## config.mk

```make
export PLATFORM = sky130hd
export DESIGN_NAME = sicu_master
export DESIGN_NICKNAME = d
export VERILOG_FILES = /design/src/rtl/sicu_pkg.sv /design/src/rtl/sicu_i2c_engine.sv /design/src/rtl/sicu_master.sv
export SDC_FILE = /design/constraint.sdc
export NUM_CORES = 1
export LEC_CHECK = 0
export BUFFER_PORTS_ARGS = -buffer_cell sky130_fd_sc_hd__buf_2
export CAP_MARGIN = 20
export CORE_AREA = 2 2 105 107
export DETAILED_ROUTE_END_ITERATION = 10
export DIE_AREA = 0 0 107 109
export GPL_TIMING_DRIVEN = 1
export PLACE_DENSITY = 0.81
export SKIP_LAST_GASP = 1
export SYNTH_ARGS = -nofsm -noshare
export SYNTH_HDL_FRONTEND = slang
export SYNTH_SLANG_ARGS = --single-unit
```

## constraint.sdc

```tcl
create_clock -name pclk -period 6.6 [get_ports pclk]
set_input_delay 0.66 -clock pclk [delete_from_list [all_inputs] [get_ports pclk]]
set_output_delay 0.66 -clock pclk [all_outputs]
set_load 0.01 [all_outputs]
```

## src/rtl/sicu_pkg.sv

```systemverilog
// constants shared by the synthesizer programming controller and its bus engine
// assumes a 125 MHz pclk and an open-drain two-wire bus resolved outside
package sicu_pkg;
    // register map, one aligned 32-bit word each
    localparam logic [7:0] OFF_DIV = 8'h00;
    localparam logic [7:0] OFF_LOOP = 8'h04;
    localparam logic [7:0] OFF_DSW = 8'h08;
    localparam logic [7:0] OFF_CONV = 8'h0c;
    localparam logic [7:0] OFF_CMD = 8'h10;
    localparam logic [7:0] OFF_STAT = 8'h14;
    // field positions
    localparam int DIV_RD_FIRST_BIT = 16;
    localparam int DIV_RD_SECOND_BIT = 15;
    localparam int CMD_FIRST_LSB = 0;
    localparam int CMD_LAST_LSB = 2;
    localparam int CMD_AS_LSB = 4;
    localparam int CMD_GO_BIT = 8;
    localparam int STAT_BUSY_BIT = 0;
    localparam int STAT_NACK_BIT = 1;
    localparam int STAT_DONE_BIT = 2;
    localparam int STAT_ERR_BIT = 3;
    // reset values
    localparam logic [16:0] DIV_RESET = 17'h00000;
    localparam logic [4:0] LOOP_RESET = 5'h00;
    localparam logic [5:0] DSW_RESET = 6'h00;
    localparam logic [15:0] CONV_RESET = 16'h0000;
    // byte layout on the wire
    localparam logic [4:0] ADDR_PREFIX = 5'h18;
    localparam logic [2:0] CTRL_PREFIX = 3'h6;
    localparam logic [1:0] CONV_PREFIX = 2'h2;
    localparam logic [14:0] MIN_FACTOR = 15'h0800;
    localparam logic [1:0] GRP_DIV = 2'h0;
    localparam logic [1:0] GRP_CONV = 2'h2;
    // engine operations
    localparam logic [1:0] OP_START = 2'h0;
    localparam logic [1:0] OP_WRITE = 2'h1;
    localparam logic [1:0] OP_STOP = 2'h2;
    // timing: one quarter of a 100 kHz bit period
    localparam int SCL_QTR_NS = 2500;
    localparam int CLK_MHZ = 125;
    localparam int QTR_CYC = (SCL_QTR_NS * CLK_MHZ + 999) / 1000;
endpackage

```

## src/rtl/sicu_i2c_engine.sv

```systemverilog
// bit-level engine: start, one byte with acknowledge slot, stop
// assumes the bus pull-ups are outside; oe high pulls the line low
`timescale 1ns/1ns
module sicu_i2c_engine import sicu_pkg::*; #(
    parameter int QTR = QTR_CYC
) (
    // clock and reset
    input wire logic pclk,
    input wire logic presetn,
    // command side
    input wire logic cmd_valid,
    input wire logic [1:0] cmd_op,
    input wire logic [7:0] cmd_byte,
    output logic cmd_ready,
    output logic done,
    output logic nack,
    // bus pins
    input wire logic sda_i,
    output logic scl_o,
    output logic scl_oe,
    output logic sda_o,
    output logic sda_oe
);
    typedef enum logic [1:0] {
        E_IDLE = 2'b00,
        E_START = 2'b01,
        E_BIT = 2'b10,
        E_STOP = 2'b11
    } sicu_estate_t;

    sicu_estate_t st_ff, nxt_st;
    logic [1:0] ph_ff, nxt_ph;
    logic [3:0] bit_ff, nxt_bit;
    logic [15:0] cnt_ff, nxt_cnt;
    logic [7:0] sh_ff, nxt_sh;
    logic scl_oe_ff, nxt_scl_oe, sda_oe_ff, nxt_sda_oe;
    logic done_ff, nxt_done, nack_ff, nxt_nack;
    logic s1_ff, s2_ff;
    logic tick;

    assign tick = (cnt_ff == 16'(QTR - 1));
    assign cmd_ready = (st_ff == E_IDLE);
    assign done = done_ff;
    assign nack = nack_ff;
    assign scl_o = 1'b0;
    assign sda_o = 1'b0;
    assign scl_oe = scl_oe_ff;
    assign sda_oe = sda_oe_ff;

    always_comb begin
        nxt_st = st_ff;
        nxt_ph = ph_ff;
        nxt_bit = bit_ff;
        nxt_sh = sh_ff;
        nxt_nack = nack_ff;
        nxt_done = 1'b0;
        nxt_cnt = tick ? 16'h0000 : cnt_ff + 16'h0001;
        case (st_ff)
            E_IDLE: begin
                nxt_cnt = 16'h0000;
                if (cmd_valid) begin
                    nxt_sh = cmd_byte;
                    nxt_ph = 2'h0;
                    nxt_bit = 4'h0;
                    if (cmd_op == OP_START) begin
                        nxt_st = E_START;
                    end else if (cmd_op == OP_WRITE) begin
                        nxt_st = E_BIT;
                    end else begin
                        nxt_st = E_STOP;
                    end
                end
            end
            E_BIT: begin
                if (tick) begin
                    nxt_ph = ph_ff + 2'h1;
                    if (ph_ff == 2'h2 && bit_ff == 4'h8) begin
                        nxt_nack = s2_ff;
                    end
                    if (ph_ff == 2'h3) begin
                        nxt_sh = {sh_ff[6:0], 1'b0};
                        nxt_bit = bit_ff + 4'h1;
                        if (bit_ff == 4'h8) begin
                            nxt_st = E_IDLE;
                            nxt_done = 1'b1;
                        end
                    end
                end
            end
            default: begin
                if (tick) begin
                    nxt_ph = ph_ff + 2'h1;
                    if (ph_ff == 2'h2) begin
                        nxt_st = E_IDLE;
                        nxt_done = 1'b1;
                    end
                end
            end
        endcase
        // line levels follow the next step; idle keeps the last levels
        nxt_scl_oe = scl_oe_ff;
        nxt_sda_oe = sda_oe_ff;
        case (nxt_st)
            E_START: begin
                nxt_scl_oe = (nxt_ph == 2'h2);
                nxt_sda_oe = (nxt_ph != 2'h0);
            end
            E_BIT: begin
                nxt_scl_oe = (nxt_ph == 2'h0) || (nxt_ph == 2'h3);
                nxt_sda_oe = (nxt_bit != 4'h8) && !nxt_sh[7];
            end
            E_STOP: begin
                nxt_scl_oe = (nxt_ph == 2'h0);
                nxt_sda_oe = (nxt_ph != 2'h2);
            end
            default: begin
            end
        endcase
    end

    always_ff @(posedge pclk or negedge presetn) begin
        if (!presetn) begin
            st_ff <= E_IDLE;
            ph_ff <= 2'h0;
            bit_ff <= 4'h0;
            cnt_ff <= 16'h0000;
            sh_ff <= 8'h00;
            scl_oe_ff <= 1'b0;
            sda_oe_ff <= 1'b0;
            done_ff <= 1'b0;
            nack_ff <= 1'b0;
            s1_ff <= 1'b1;
            s2_ff <= 1'b1;
        end else begin
            st_ff <= nxt_st;
            ph_ff <= nxt_ph;
            bit_ff <= nxt_bit;
            cnt_ff <= nxt_cnt;
            sh_ff <= nxt_sh;
            scl_oe_ff <= nxt_scl_oe;
            sda_oe_ff <= nxt_sda_oe;
            done_ff <= nxt_done;
            nack_ff <= nxt_nack;
            s1_ff <= sda_i;
            s2_ff <= s1_ff;
        end
    end
endmodule

```

## src/rtl/sicu_master.sv

```systemverilog
// apb-programmed controller that writes the synthesizer's instruction bytes
// assumes a zero-wait apb master on pclk and pull-ups on the two-wire bus
//
// Overview of operation
// - address byte is 11000, two select bits, then 0 for write.
// - divider byte 1: 0, two ref-select bits, two spare, factor bits 14-12.
// - divider bytes 2 and 3: two spare bits, then factor bits 11-6, 5-0.
// - control byte 1: 110, amp off, test, pump off, high, low select.
// - control byte 2: doubler off, boost, C, D, two spare, G, H.
// - control byte 3 is sent with its low seven bits zero.
// - converter byte 1 starts 10; bytes 2 and 3 carry codes A, B.
// - transfer is start, address, acknowledged bytes, stop.
// - bytes follow in group order; groups only continue to the next.
// - every byte goes most significant bit first.
// - main factor sent must lie between 2048 and 32767.
//
// The placing of the registers and the APB register port were left to the implementer.
`timescale 1ns/1ns
module sicu_master import sicu_pkg::*; #(
    parameter int QTR = QTR_CYC
) (
    // clock and reset
    input wire logic pclk,
    input wire logic presetn,
    // apb slave
    input wire logic psel,
    input wire logic penable,
    input wire logic pwrite,
    input wire logic [7:0] paddr,
    input wire logic [31:0] pwdata,
    output logic [31:0] prdata,
    output logic pready,
    output logic pslverr,
    // two-wire bus to the synthesizer
    input wire logic sda_i,
    output logic scl_o,
    output logic scl_oe,
    output logic sda_o,
    output logic sda_oe
);
    typedef enum logic [2:0] {
        S_IDLE = 3'b000,
        S_START = 3'b001,
        S_ADDR = 3'b010,
        S_DATA = 3'b011,
        S_STOP = 3'b100
    } sicu_state_t;

    sicu_state_t st_ff, nxt_st;
    logic [16:0] div_ff, nxt_div;
    logic [4:0] loop_ff, nxt_loop;
    logic [5:0] dsw_ff, nxt_dsw;
    logic [15:0] conv_ff, nxt_conv;
    logic [1:0] first_ff, nxt_first, last_ff, nxt_last, as_ff, nxt_as;
    logic [3:0] idx_ff, nxt_idx;
    logic wait_ff, nxt_wait;
    logic nack_ff, nxt_nack, done_ff, nxt_done, err_ff, nxt_err;
    logic [31:0] prdata_ff, nxt_prdata;
    logic wr, rd_setup, hit, go, go_ok;
    logic [1:0] go_first, go_last;
    logic [3:0] last_idx;
    logic eng_valid, eng_ready, eng_done, eng_nack;
    logic [1:0] eng_op;
    logic [7:0] eng_byte, addr_byte;

    // wire image of each instruction byte, index 0..8 over three groups
    function automatic logic [7:0] byte_at(input logic [3:0] i);
        case (i)
            4'h0: byte_at = {1'b0, div_ff[DIV_RD_FIRST_BIT], div_ff[DIV_RD_SECOND_BIT],
                             2'b00, div_ff[14:12]};
            4'h1: byte_at = {2'b00, div_ff[11:6]};
            4'h2: byte_at = {2'b00, div_ff[5:0]};
            4'h3: byte_at = {CTRL_PREFIX, loop_ff};
            4'h4: byte_at = {dsw_ff[5:2], 2'b00, dsw_ff[1:0]};
            4'h5: byte_at = 8'h00;
            4'h6: byte_at = {CONV_PREFIX, 6'h00};
            4'h7: byte_at = conv_ff[7:0];
            default: byte_at = conv_ff[15:8];
        endcase
    endfunction

    assign pready = 1'b1;
    assign prdata = prdata_ff;
    assign wr = psel && penable && pwrite;
    assign rd_setup = psel && !penable && !pwrite;
    assign pslverr = psel && penable && !hit;
    assign go = wr && (paddr == OFF_CMD) && pwdata[CMD_GO_BIT];
    assign go_first = pwdata[CMD_FIRST_LSB +: 2];
    assign go_last = pwdata[CMD_LAST_LSB +: 2];
    // refuse an illegal group span and an out-of-range factor
    assign go_ok = (st_ff == S_IDLE) && (go_first <= go_last) && (go_last <= GRP_CONV) &&
                   (go_first != GRP_DIV || div_ff[14:0] >= MIN_FACTOR);
    assign last_idx = {2'b00, last_ff} * 4'h3 + 4'h2;
    assign addr_byte = {ADDR_PREFIX, as_ff, 1'b0};

    always_comb begin
        if (paddr == OFF_DIV || paddr == OFF_LOOP || paddr == OFF_DSW) begin
            hit = 1'b1;
        end else if (paddr == OFF_CONV || paddr == OFF_CMD || paddr == OFF_STAT) begin
            hit = 1'b1;
        end else begin
            hit = 1'b0;
        end
    end

    // register file
    always_comb begin
        nxt_div = div_ff;
        nxt_loop = loop_ff;
        nxt_dsw = dsw_ff;
        nxt_conv = conv_ff;
        nxt_prdata = prdata_ff;
        if (wr && paddr == OFF_DIV) begin
            nxt_div = pwdata[16:0];
        end else if (wr && paddr == OFF_LOOP) begin
            nxt_loop = pwdata[4:0];
        end else if (wr && paddr == OFF_DSW) begin
            nxt_dsw = pwdata[5:0];
        end else if (wr && paddr == OFF_CONV) begin
            nxt_conv = pwdata[15:0];
        end
        if (rd_setup) begin
            if (paddr == OFF_DIV) begin
                nxt_prdata = {15'h0000, div_ff};
            end else if (paddr == OFF_LOOP) begin
                nxt_prdata = {27'h0000000, loop_ff};
            end else if (paddr == OFF_DSW) begin
                nxt_prdata = {26'h0000000, dsw_ff};
            end else if (paddr == OFF_CONV) begin
                nxt_prdata = {16'h0000, conv_ff};
            end else if (paddr == OFF_CMD) begin
                nxt_prdata = {26'h0000000, as_ff, last_ff, first_ff};
            end else if (paddr == OFF_STAT) begin
                nxt_prdata = {28'h0000000, err_ff, done_ff, nack_ff, st_ff != S_IDLE};
            end else begin
                nxt_prdata = 32'h00000000;
            end
        end
    end

    // transfer sequencer
    always_comb begin
        nxt_st = st_ff;
        nxt_idx = idx_ff;
        nxt_wait = wait_ff;
        nxt_first = first_ff;
        nxt_last = last_ff;
        nxt_as = as_ff;
        nxt_nack = nack_ff;
        nxt_done = done_ff;
        nxt_err = err_ff;
        eng_valid = 1'b0;
        eng_op = OP_WRITE;
        eng_byte = (st_ff == S_ADDR) ? addr_byte : byte_at(idx_ff);
        if (go && st_ff == S_IDLE) begin
            nxt_err = !go_ok;
            if (go_ok) begin
                nxt_first = go_first;
                nxt_last = go_last;
                nxt_as = pwdata[CMD_AS_LSB +: 2];
                nxt_idx = {2'b00, go_first} * 4'h3;
                nxt_nack = 1'b0;
                nxt_done = 1'b0;
                nxt_st = S_START;
            end
        end else if (st_ff != S_IDLE) begin
            if (!wait_ff && eng_ready) begin
                eng_valid = 1'b1;
                nxt_wait = 1'b1;
                if (st_ff == S_START) begin
                    eng_op = OP_START;
                end else if (st_ff == S_STOP) begin
                    eng_op = OP_STOP;
                end
            end
            if (eng_done) begin
                nxt_wait = 1'b0;
                case (st_ff)
                    S_START: nxt_st = S_ADDR;
                    S_ADDR: begin
                        nxt_nack = eng_nack;
                        nxt_st = eng_nack ? S_STOP : S_DATA;
                    end
                    S_DATA: begin
                        nxt_nack = eng_nack;
                        if (eng_nack || idx_ff == last_idx) begin
                            nxt_st = S_STOP;
                        end else begin
                            nxt_idx = idx_ff + 4'h1;
                        end
                    end
                    default: begin
                        nxt_st = S_IDLE;
                        nxt_done = 1'b1;
                    end
                endcase
            end
        end
    end

    always_ff @(posedge pclk or negedge presetn) begin
        if (!presetn) begin
            st_ff <= S_IDLE;
            div_ff <= DIV_RESET;
            loop_ff <= LOOP_RESET;
            dsw_ff <= DSW_RESET;
            conv_ff <= CONV_RESET;
            first_ff <= 2'h0;
            last_ff <= 2'h0;
            as_ff <= 2'h0;
            idx_ff <= 4'h0;
            wait_ff <= 1'b0;
            nack_ff <= 1'b0;
            done_ff <= 1'b0;
            err_ff <= 1'b0;
            prdata_ff <= 32'h00000000;
        end else begin
            st_ff <= nxt_st;
            div_ff <= nxt_div;
            loop_ff <= nxt_loop;
            dsw_ff <= nxt_dsw;
            conv_ff <= nxt_conv;
            first_ff <= nxt_first;
            last_ff <= nxt_last;
            as_ff <= nxt_as;
            idx_ff <= nxt_idx;
            wait_ff <= nxt_wait;
            nack_ff <= nxt_nack;
            done_ff <= nxt_done;
            err_ff <= nxt_err;
            prdata_ff <= nxt_prdata;
        end
    end

    sicu_i2c_engine #(.QTR(QTR)) u_engine (
        .pclk(pclk),
        .presetn(presetn),
        .cmd_valid(eng_valid),
        .cmd_op(eng_op),
        .cmd_byte(eng_byte),
        .cmd_ready(eng_ready),
        .done(eng_done),
        .nack(eng_nack),
        .sda_i(sda_i),
        .scl_o(scl_o),
        .scl_oe(scl_oe),
        .sda_o(sda_o),
        .sda_oe(sda_oe)
    );
endmodule

```

* After elaboration in Yosys (flattened, before gate mapping)
Cells that the tools add are included.
** Cells by class
- Bitwise operators :: 4
- Multiplexer cells :: 72
- $lt $le $gt $ge :: 3
- Multiply operators :: 2
- Reductions and logical operators :: 60
- Equal/unequal tests :: 37
- $add $sub $neg :: 5
** Operators by type and width (number)
- 16-bit two-way mux :: 5
- 8-bit case mux with 8 select lines :: 1
- 4-bit two-way mux :: 10
- 8-bit two-way mux :: 4
- 2-bit two-way mux :: 15
- 1-bit two-way mux :: 22
- 4-bit AND reduction :: 5
- 1-bit logical AND :: 18
- 3-bit two-way mux :: 6
- 17-bit two-way mux :: 1
- 16-bit by 1-bit adder with 16-bit output, second input constant :: 1
- 16-bit by 9-bit equality test with 1-bit output, second input constant :: 1
- 4-bit by 3-bit equality test with 1-bit output, second input constant :: 4
- 8-bit by 4-bit equality test with 1-bit output, second input constant :: 2
- 8-bit by 5-bit equality test with 1-bit output, second input constant :: 2
- 8-bit case mux with 2 select lines :: 1
- 2-bit nonzero test :: 8
- 15-bit by 12-bit >= comparator with 1-bit output, second input constant :: 1
- 2-bit equality test, second input constant :: 7
- 3-bit case mux with 3 select lines :: 1
- 3-bit AND reduction :: 3
- 4-bit by 1-bit adder with 4-bit output, second input constant :: 2
- 4-bit by 2-bit equality test with 1-bit output, second input constant :: 2
- 8-bit by 3-bit equality test with 1-bit output, second input constant :: 1
- other kinds (33) :: 60
** Word-level totals
- Register bits :: 131
- Logic and storage cells :: 209
- Input port bits :: 46

* Logic depth before layout (Yosys ltp)
Gate-level depths: netlist (run 1).
- Depth in word-level cells :: 13
- Mapped depth :: 11
- Depth with buffers taken out :: 11

* Hierarchy
From an unflattened synthesis (run 1), not the netlist that was laid out.
** Unflattened totals
- Cell total of the unflattened synthesis :: 604
- Area, all modules :: 6292.3 um2
** Modules (own cells, without submodules)
- sicu_master :: instances 1, cells each 410, sequential area each 1951.9 um2, area an instance 4341.7 um2
- sicu_i2c_engine :: instances 1, cells each 194, sequential area each 953.4 um2, area an instance 1950.6 um2

* Worst setup path after synthesis (run 1)
No wires, ideal clock.
- Kind :: input port to flip-flop
- Start point :: input paddr[0]
- End point :: register conv_ff[11]
- Cell stages on the path :: 7
- Arrival :: 2171 ps
- Path slack :: 4301 ps
- Cells stage by stage :: nor4_1 nor2b_1 buf_2 and4b_1 nand2_2 clkbuf_1 mux2_1
** On the way
- Word-level cells in the longest chain between the ends :: 4
- Elaborated cells on any way between the ends :: 12
- Those cells by class :: 3 x eq/ne; 3 x bitwise; 6 x reduce/logical
** RTL lines
- from (decl) :: RTL line sicu_master.sv:29 : input wire logic [7:0] paddr,
- 8-bit by 4-bit equality test with 1-bit output (tied with other cells) :: RTL line sicu_master.sv:117 : end else if (wr && paddr == OFF_DSW) begin
- 1-bit logical AND, on equally long branches :: RTL line sicu_master.sv:117, sicu_master.sv:113, sicu_master.sv:115
- 1-bit NOT (no source line)
- 4-bit AND reduction (no source line) (*)
- to (signal assigned) :: RTL line sicu_master.sv:222 : conv_ff <= nxt_conv;
- to (decl) :: RTL line sicu_master.sv:53 : logic [15:0] conv_ff, nxt_conv;
Every way passes the cells marked *; elsewhere a longest branch is shown, timed or not.
A chain may end at the register's enable or synchronous reset.

* Worst setup path after layout (run 1)
- Start point :: input paddr[0]
- End point :: register div_ff[16]
** On the way
- Word-level cells in the longest chain between the ends :: 2
** RTL lines
- 8-bit zero test :: RTL line sicu_master.sv:113 : if (wr && paddr == OFF_DIV) begin
- 1-bit logical AND :: RTL line sicu_master.sv:113
- to (signal assigned) :: RTL line sicu_master.sv:219 : div_ff <= nxt_div;
- to (decl) :: RTL line sicu_master.sv:50 : logic [16:0] div_ff, nxt_div;
No other way between the ends.

==> results of run 1 <==
[state kept, by name, indices dropped and copies added (netlist names), 3 cells and up]
name and flops:
conv_ff 16, div_ff 17, dsw_ff 6, idx_ff 4, loop_ff 5, prdata 17
st_ff 3, u_engine.bit_ff 4, u_engine.cnt_ff 16, u_engine.sh_ff 8
[final timing paths]
kind,start,to,slack [ns],cells after the start
worst max-delay path,paddr[0],div_ff[16],3.22,7
worst min-delay path,presetn,prdata[9],0.14,1
worst max register to register,st_ff[0],idx_ff[0],3.89,6
worst min register to register,u_engine.s1_ff,u_engine.s2_ff,0.36,0
max in group asynchronous,presetn,st_ff[2],5.16,2
min in group pclk,sda_i,u_engine.s1_ff,0.23,1
[Yosys cell counts, types with 9 or more instances]
library cell	instances	share of area (%)
xnor2_1	10	1.4
inv_1	30	1.8
dfrtp_1	114	46
mux2_2	39	7.1
mux2i_1	20	3.2
nand3_1	17	1.4
ha_1	19	3.8
nor2_1	30	1.8
nand2_1	65	3.9
nor3_1	9	0.73
buf_4	18	2.2
clkbuf_1	26	1.6
a21oi_1	32	2.6
a22oi_1	22	2.7
o21ai_0	49	4.0
[report_power, final]
| part | internal, mW | switching [mW] |
|---|---|---|
| clock | 0.698 | 0.318 |
| sequential | 0.717 | 0.00453 |
| combinational | 0.0165 | 0.0403 |
[per-layer routing]
layer / wire length, µm / vias up / track usage (%)
met2: 6980 / 258 / 43.9
li1: - / 2261 / -
met4: 374 / 0 / 10.6
met3: 1200 / 42 / 6.04
met1: 6370 / 2451 / 36.4
met5: 0 / - / 0
[cell families after synthesis]
group,synth area share [%]
AO/OA/AOI/OAI,16.3
XOR/XNOR,2.12
adder cells (fa/ha/maj),3.84
buffers and inverters,6.25
flip-flops,46.9
multiplexers,10.7
other,0.121
AND/OR/NAND/NOR,13.7
[per-stage QoR]
stage / cell area (µm²) / cells / power [mW]
after floorplan: 6250 / 638 / 0.763
final: 7070 / 810 / 1.79
after global placement: 6410 / 778 / 0.788
after detailed placement: 6410 / 778 / 0.790
after CTS: 7070 / 809 / 1.80
after global routing: 7070 / 810 / 1.84
[worst max-delay path, delay by kind of cell]
family / cells / cell delay, ns
simple gates: 5 / 2.52
mux: 1 / 0.49
buf+inv: 1 / 0.09
[cell type report]
| cell class | instances | share of cell area [%] |
|---|---|---|
| clock buffers | 22 | 6.83 |
| well taps | 140 | 2.48 |
| flip-flops and latches | 116 | 41.1 |
| repair buffers | 52 | 3.79 |
| multi-input cells | 441 | 41.8 |
| clock inverters | 9 | 2.44 |
| inverters | 30 | 1.59 |
==> reports/results.ini, run 1 <==
[power]
power_density_nw_per_um2=254
ir_drop_mv=0.196
static-leakage-power_nw=3.31

[grt]
grt_usage_pct=27.3
grt_pass1_vias=4918
overflow=0
grt_max_degree=72
antenna_found_initial=0
grt_pass1_wl_um=24500

[finish]
area_growth_pct=14.3
final_cell_mix=dfrtp_1, nand2_1, o21ai_0, buf_2, mux2_2
layout_commonest_cell=dfrtp_1
multi_input_area_um2=2960
final_nets=723
antenna_cells=0
utilization_pct=66.7
drive_gt1_share_pct=20.9
regArea_um2=2910
fillers=779

[outcome]
status=finished, final reports clean

[route]
drt_wl_total_um=14900
vias=5012
ant_nets=0
firstDrtPassIters=6
drtIter0Drc=517
wl_per_cell_um=18.4
vias_per_cell=6.19
drcViolationCount=0

[sta]
maxSlewViolCount=0
fin_crit_ns=3.38
max_slew.worst_pin.slew_ns=0.876
hold_violations=0
worst_slack_ns=3.22
finClkSkew_ns=0.00820
slew_headroom_pct=41.6
max_clock_freq_mhz=296
setup_viol=0
final.period_utilization_pct=51.2
worst_hold_slack_ns=0.138
rsz0062_at_grt=false
setup_tns_ns=0

[critical_path]
crit_chain=buf_2 > nor4_1 > nor2b_1 > nand2_2 > nor2_2 > nand2_1 > mux2_2
cpMaxStageDelayCell=nand2_1
end_kind=register
slowest_delay_ns=0.70
crit_type=in -> reg
cp.arrival_ns=3.78
path_max_fanout=17
cp_data_required_time_ns=7.00
start_kind=input port

[place]
gp_congestion=0.956
dp_slack_ns=2.75
portBuffers=50
hpwlAfterDp_um=10300

[clock_network]
htree_levels=4
cts_resized=0
tritoncts=done
cts_made_buffers=17
path_clk_slew_ns=0.05
clkLatencyLatePin_ns=0.52
cts_sinks=116
cts.path.max_buffers=2
clock-root-buffer=clkbuf_8
hold_buffers=0
post-cts-setup-buffer-count=0

[min_path]
hp-class=in -> async

[synth]
syn_area_per_cell_um2=9.95
synthCells=622
yosysWarnings=0
ys.flop_type=dfrtp_1
synth-edff-count=0
netlist_area_um2=6190
ys_seq_elements=116
ys_async_sr_fraction_pct=100
yosysSeqAreaShare_pct=46.9
ys_types=65

[floorplan]
rows=38
die_w_um=107
ios=84
die_h_um=109
dieArea_um2=11700
initial_utilization_pct=58.4
core_um2=10600

[run]
maxCapViolations=0

Note: power is estimated with default switching activity, not from simulation.
==> inputs of run 2 (changes only) <==
--- a/config.mk
+++ b/config.mk
@@ -7,11 +7,11 @@
 export LEC_CHECK = 0
 export BUFFER_PORTS_ARGS = -buffer_cell sky130_fd_sc_hd__buf_2
 export CAP_MARGIN = 20
-export CORE_AREA = 2 2 105 107
+export CORE_AREA = 2 2 107 109
 export DETAILED_ROUTE_END_ITERATION = 10
-export DIE_AREA = 0 0 107 109
+export DIE_AREA = 0 0 109 111
 export GPL_TIMING_DRIVEN = 1
-export PLACE_DENSITY = 0.81
+export PLACE_DENSITY = 0.79
 export SKIP_LAST_GASP = 1
 export SYNTH_ARGS = -nofsm -noshare
 export SYNTH_HDL_FRONTEND = slang
==> constraint.sdc (replaced) <==
create_clock -name pclk -period 3.3 [get_ports pclk]
set_input_delay 0.33 -clock pclk [delete_from_list [all_inputs] [get_ports pclk]]
set_output_delay 0.33 -clock pclk [all_outputs]
set_load 0.01 [all_outputs]
==> run 2 against run 1 <==
Net effect: sequential cell count is the same; combinational power grew 100%; via count shrank 1.2%; clock skew hardly changed; largest cell class unchanged; largest power group unchanged.
==> reports/results.ini, run 2 (same netlist as run 1, synthesis figures left out) <==
[critical_path]
cp_data_required_time_ns=3.65  ; -3.35 ns
worst_r2r_path_depth=6  ; unchanged
r2r-end=u_engine.sda_oe
startpoint=u_engine.cnt_ff[6]
cp.arrival_ns=3.10  ; -0.68 ns
start_kind=register
end_kind=register
crit_path_end=u_engine.sda_oe
path_max_fanout=13  ; -4
crit_type=reg -> reg
r2r-start=u_engine.cnt_ff[6]
r2r_setup_slack_ns=0.56  ; -3.33 ns

[route]
ant_nets=0  ; unchanged
drcViolationCount=0  ; unchanged
drt_wl_total_um=14700  ; -1.7%
firstDrtPassIters=6  ; unchanged
wl_per_cell_um=18.0  ; -2.6%
vias_per_cell=6.06  ; -2.1%
drtIter0Drc=492  ; -4.8%
vias=4950  ; -1.2%

[clock_network]
cts_sinks=116  ; unchanged
tritoncts=done
cts_made_buffers=17  ; unchanged
hold_buffers=0  ; unchanged
cts_resized=0  ; unchanged
clock-root-buffer=clkbuf_16
post-cts-setup-buffer-count=0  ; unchanged
clkLatencyLatePin_ns=0.41  ; -0.11 ns
cts.path.max_buffers=2  ; unchanged
path_clk_slew_ns=0.05  ; about the same
htree_levels=4  ; unchanged

[power]
power_density_nw_per_um2=471  ; +86%
totalPowerFinal_mw=3.31  ; +84%
ir_drop_mv=0.242  ; +23%
static-leakage-power_nw=3.29  ; -0.64%

[sta]
max_clock_freq_mhz=364
slew_headroom_pct=45.1  ; +3.5 points
rsz0062_at_grt=false
final.period_utilization_pct=83.2
fin_crit_ns=2.74
max_slew.worst_pin.slew_ns=0.821  ; -0.0551 ns
hold_violations=0  ; unchanged
maxSlewViolCount=0  ; unchanged
finClkSkew_ns=0.00805  ; -0.000144 ns
setup_tns_ns=0  ; unchanged
setup_viol=0  ; unchanged

[finish]
utilization_pct=63.5  ; -3.2 points
drive_gt1_share_pct=21.1  ; +0.17 points
fillers=877  ; +13%
layout_commonest_cell=dfrtp_1
final_nets=726  ; +0.41%
antenna_cells=0  ; unchanged
fin_area_um2=7030  ; -0.58%
area_growth_pct=13.6
final_cell_mix=dfrtp_1, nand2_1, o21ai_0, buf_2, mux2_2
finalNonFillerCells=817  ; +0.86%

[floorplan]
rows=39  ; +2.6%
die_w_um=109  ; +1.9%
initial_utilization_pct=55.9  ; -2.5 points
core_um2=11100  ; +4.5%
ios=84  ; unchanged
die_h_um=111  ; +1.8%
dieArea_um2=12100  ; +3.7%

[outcome]
status=finished, final reports clean

[place]
hpwlAfterDp_um=10400  ; +0.38%
portBuffers=50  ; unchanged
place_inst=785  ; +0.90%
placed_area_um2=6460  ; +0.72%
gp_congestion=0.972  ; +1.7%

[grt]
antenna_found_initial=0  ; unchanged
grt_pass1_vias=4818  ; -2.0%
grt_usage_pct=26.3  ; -0.99 points
grt_max_degree=64  ; -11%
grt_pass1_wl_um=24700  ; +0.62%
overflow=0  ; unchanged

[run]
maxCapViolations=0  ; unchanged

[min_path]
hp-class=in -> async

==> run 2: worst max-delay path, cell delays in order (launching register included) <==
cell,delay (ns)
dfrtp_1,0.44
nor4b_4,0.40
nand3_2,0.20
or4_1,0.84
mux2i_1,0.21
a211oi_1,0.38
o22a_1,0.21
==> run 2: final cells by class <==
| cell class | count | area (µm²) | area share (%) |
|---|---|---|---|
| Inverter | 30 | 113 | 1.60 |
| Timing Repair Buffer | 55 | 303 | 4.31 |
| Clock inverter | 8 | 73.8 | 1.05 |
| Sequential cell | 116 | 2910 | 41.3 |
| Clock buffer | 24 | 502 | 7.14 |
| Multi-Input combinational cell | 441 | 2960 | 42.0 |
| Tap cell | 143 | 179 | 2.54 |
==> run 2: layer usage <==
metal,vias up,part of all wire (%),global-route usage (%)
li1,2274,-,-
met1,2412,42,36.2
met2,236,47,40.3
met3,28,8.4,6.47
met4,0,2.0,9.57
met5,-,0,0
==> run 2: how the worst min path moves through the flow <==
stage | slack (ns) | startpoint | cells past startpoint | end
2_1_floorplan | 0.03 | presetn | 0 | as_ff[0]
3_3_place_gp | 0.35 | u_engine.s1_ff | 0 | u_engine.s2_ff
3_5_place_dp | 0.35 | u_engine.s1_ff | 0 | u_engine.s2_ff
4_1_cts | 0.004 | sda_i | 1 | u_engine.s1_ff
5_1_grt | 0.008 | sda_i | 1 | u_engine.s1_ff
6_report | 0.001 | presetn | 1 | prdata[4]
==> run 2: power by group <==
| part | total [mW] | internal (mW) | switching (mW) | leakage [nW] |
|---|---|---|---|---|
| Sequential | 1.44 | 1.44 | 0.00915 | 1.53 |
| Clock | 1.75 | 1.13 | 0.621 | 0.282 |
| Combinational | 0.115 | 0.0350 | 0.0800 | 1.47 |
| Total | 3.31 | 2.60 | 0.711 | 3.29 |
==> run 2: metrics by stage <==
step	hold slack, ns	worst slack (ns)
6_report	0.00106	0.555
5_1_grt	0.00773	0.153
4_1_cts	0.00406	0.602
3_5_place_dp	0.348	0.533
3_3_place_gp	0.345	0.560
2_1_floorplan	0.0344	1.11
==> inputs of run 3 (changes only) <==
--- a/config.mk
+++ b/config.mk
@@ -5,13 +5,14 @@
 export SDC_FILE = /design/constraint.sdc
 export NUM_CORES = 1
 export LEC_CHECK = 0
+export ABC_AREA = 1
 export BUFFER_PORTS_ARGS = -buffer_cell sky130_fd_sc_hd__buf_2
 export CAP_MARGIN = 20
-export CORE_AREA = 2 2 107 109
+export CORE_AREA = 2 2 110 112
 export DETAILED_ROUTE_END_ITERATION = 10
-export DIE_AREA = 0 0 109 111
+export DIE_AREA = 0 0 112 114
 export GPL_TIMING_DRIVEN = 1
-export PLACE_DENSITY = 0.79
+export PLACE_DENSITY = 0.78
 export SKIP_LAST_GASP = 1
 export SYNTH_ARGS = -nofsm -noshare
 export SYNTH_HDL_FRONTEND = slang
==> constraint.sdc (replaced) <==
create_clock -name pclk -period 2.8 [get_ports pclk]
set_input_delay 0.28 -clock pclk [delete_from_list [all_inputs] [get_ports pclk]]
set_output_delay 0.28 -clock pclk [all_outputs]
set_load 0.01 [all_outputs]
==> run 3 against run 2 <==
Net effect: count of clock-buffer cells in the layout fell by 3; routed wire length rose by 9.3%; global-route usage rose by 0.37 points; sequential cell count did not move; design area rose by 6.9%; sequential power rose by 21%; worst setup slack got worse by 0.16 ns; sequential share of layout area fell by 2.6 points; first-iteration DRC count fell by 1.4%; highest routed layer unchanged; maximum frequency rose by 14%.
==> reports/results.ini, run 3 <==
[synth]
synth-simple-area-share_pct=26.0  ; +12 points
synth_area_leaders=dfrtp_1, nand2_1, o21ai_0
synth_top_family_by_area=simple AND/OR/NAND/NOR gates
netlist_area_um2=6550  ; +5.8%
ys_types=59  ; -9.2%
synth_fa_ha_area_share_pct=3.63  ; -0.21 points
syn_area_per_cell_um2=7.96  ; -20%
synth_mux_area_share_pct=0.325  ; -10 points
synthCells=823  ; +32%
ys.flop_type=dfrtp_1
yosysSeqAreaShare_pct=44.4  ; -2.6 points
synth-edff-count=0  ; unchanged
synth_compound_area_share_pct=14.5  ; -1.8 points
yosysWarnings=0  ; unchanged
yosysMostFrequentCell=nand2_1
ys_seq_elements=116  ; unchanged
ys_async_sr_fraction_pct=100  ; unchanged
synth.top_cell.area_share_pct=43.6  ; -2.5 points
yosys.area.top_type=dfrtp_1
synth-xor-area-share_pct=1.34  ; -0.79 points
synth_common_cells=nand2_1, dfrtp_1, inv_1

[critical_path]
path_max_fanout=4  ; -9
cp.arrival_ns=2.77  ; -0.33 ns
start_kind=register
path_buf_inv=4  ; +4
r2r_setup_slack_ns=0.39  ; -0.16 ns
end_kind=register
r2r-end=u_engine.scl_oe
worst_r2r_path_depth=13  ; +7
slowest_delay_ns=0.40  ; -0.44 ns
cpMostUsedCell=inv_1
cpMaxStageDelayCell=dfrtp_1
crit_path_end=u_engine.scl_oe
crit_type=reg -> reg
crit_family=compound AO/OA/AOI/OAI gates
worst-path-stages=13  ; +7
r2r-start=u_engine.cnt_ff[0]
crit_chain=inv_1 > ha_1 > nand2_1 > nor2_1 > nand2_1 > nor2_1 > inv_1 > o21ai_0 > inv_1 > ha_1 > o21ai_0 > o21bai_1 > inv_1
startpoint=u_engine.cnt_ff[0]
cp_data_required_time_ns=3.16  ; -0.49 ns

[finish]
fillers=1011  ; +15%
finalNonFillerCells=1040  ; +27%
area_growth_pct=14.8
fin_area_um2=7510  ; +6.9%
final_cell_mix=nand2_1, dfrtp_1, inv_1
drive_gt1_share_pct=16.1  ; -4.9 points
final_nets=945  ; +30%
layout_commonest_cell=nand2_1
antenna_cells=0  ; unchanged

[route]
firstDrtPassIters=7  ; +1
vias_per_cell=5.52  ; -8.9%
drt_wl_total_um=16000  ; +9.3%
drtIter0Drc=485  ; -1.4%
drcViolationCount=0  ; unchanged
wl_per_cell_um=15.4  ; -14%
vias=5739  ; +16%
ant_nets=0  ; unchanged

[floorplan]
rows=40  ; +2.6%
core_um2=11700  ; +5.7%
initial_utilization_pct=55.9  ; about the same
die_w_um=112  ; +2.8%
ios=84  ; unchanged
die_h_um=114  ; +2.7%
dieArea_um2=12800  ; +5.5%

[place]
placed_area_um2=6870  ; +6.4%
portBuffers=50  ; unchanged
place_inst=1006  ; +28%
hpwlAfterDp_um=11400  ; +10%
gp_congestion=0.943  ; -3.0%

[sta]
final.period_utilization_pct=86.0  ; +2.8 points
setup_viol=0  ; unchanged
finClkSkew_ns=0.0181  ; +0.0101 ns
setup_tns_ns=0  ; unchanged
max_clock_freq_mhz=415  ; +14%
rsz0062_at_grt=false
maxSlewViolCount=0  ; unchanged
fin_crit_ns=2.41  ; -0.336 ns
max_slew.worst_pin.slew_ns=0.930  ; +0.109 ns
hold_violations=0  ; unchanged
slew_headroom_pct=37.8  ; -7.3 points

[power]
p_switching_mw=0.953  ; +34%
ir_drop_mv=0.586  ; +140%
power_density_nw_per_um2=563  ; +20%
power_frac_comb_pct=5.3  ; +1.8 points
sequentialPowerShare_pct=41.3  ; -2.3 points
pwr-share-clk_pct=53.4  ; +0.5 points
internal_power_mw=3.27  ; +26%
p_sw_share_pct=22.5  ; +1.1 points
static-leakage-power_nw=3.71  ; +13%

[grt]
grt_util_met3_pct=6.11  ; -0.36 points
grt_max_degree=93  ; +45%
grt.busiest_layer=met2
grt_pass1_vias=5529  ; +15%
antenna_found_initial=0  ; unchanged
grt_usage_pct=26.7  ; +0.37 points
use_met1_pct=33.8  ; -2.4 points
grt_pass1_wl_um=26600  ; +7.9%
met2_usage_pct=43.5  ; +3.2 points
overflow=0  ; unchanged

[clock_network]
clkLatencyLatePin_ns=0.42  ; about the same
cts_made_buffers=17  ; unchanged
cts_sinks=116  ; unchanged
tritoncts=done
clock-root-buffer=clkbuf_16
htree_levels=4  ; unchanged
path_clk_slew_ns=0.06  ; about the same
cts.path.max_buffers=2  ; unchanged

[min_path]
hp-class=in -> reg
holdPathStages=3

[run]
maxCapViolations=0  ; unchanged

[outcome]
status=finished, final reports clean

## run 3: cell types whose count changed in the layout (fill, tap and decap cells not counted), sizes merged, moves of 11 or more
cell,before,now
nand2,67,220
inv,30,105
nor2,31,76
mux2,41,1
o21ai,51,85
nand3,18,48
a22oi,22,0
mux2i,20,1
a2bb2oi,0,11
## run 3: final cells by class
type,count,area (µm²),area share [%]
multi-input combinational,582,3070,40.9
sequential,116,2910,38.7
clock buffer,21,470,6.26
inverter,106,412,5.48
timing repair buffer,57,323,4.30
tap,147,184,2.45
clock inverter,11,149,1.98
## run 3: kinds of logic (layout without fill, tap and decap cells)
family | Yosys count | in the layout
AO/OA/AOI/OAI | 161 | 161
XOR/XNOR | 10 | 10
adder cells (fa/ha/maj) | 19 | 19
buffers and inverters | 141 | 195
flip-flops | 116 | 116
multiplexers | 2 | 2
other | 2 | 18
AND/OR/NAND/NOR | 372 | 372
## run 3: per-stage QoR
step                worst slack, ns  utilization, %  power, mW  hold WS, ns
finish                        0.391            64.2       4.23        0.117
global route                  0.151            64.2       4.37        0.126
CTS                           0.217            64.1       4.25        0.113
detailed placement            0.233            58.7       1.99        0.210
global placement              0.329            58.7       1.99        0.207
floorplan                     0.788               -       1.89      -0.0156
## run 3: power groups by stage
stage                     sequential (mW)  clock [mW]  combinational [mW]
after floorplan                      1.78           0               0.112
after CTS                            1.74        2.28               0.229
after global placement               1.77           0               0.221
final                                1.74        2.26               0.226
after global routing                 1.75        2.37               0.252
after detailed placement             1.77           0               0.224
## run 3: how the worst min path moves through the flow
| stage | startpoint | to | slack [ns] |
|---|---|---|---|
| final | pwdata[16] | div_ff[16] | 0.12 |
| after global routing | pwdata[16] | div_ff[16] | 0.13 |
| after CTS | pwdata[16] | div_ff[16] | 0.11 |
| after detailed placement | presetn | done_ff | 0.21 |
| after global placement | presetn | prdata[2] | 0.21 |
| after floorplan | presetn | as_ff[0] | -0.02 |
## run 3: repair_timing
item | in CTS | in global routing
gates resized for setup | 0 | 1
hold buffers | 2 | 0
hold endpoints to repair | 23 | 0
endpoints found under the setup margin | 0 | 2
setup buffers | 0 | 0
## run 3: tightest hold or removal path: cells and delay by family
kind	cells	cell delay, ns
compound gates	1	0.10
buf+inv	1	0.08
simple gates	1	0.04
## run 3: metal layers
| metal | up-vias | share of wire (%) |
|---|---|---|
| met3 | 49 | 6.5 |
| met5 | - | 0 |
| met1 | 2703 | 42 |
| met2 | 224 | 47 |
| li1 | 2763 | - |
| met4 | 0 | 3.5 |
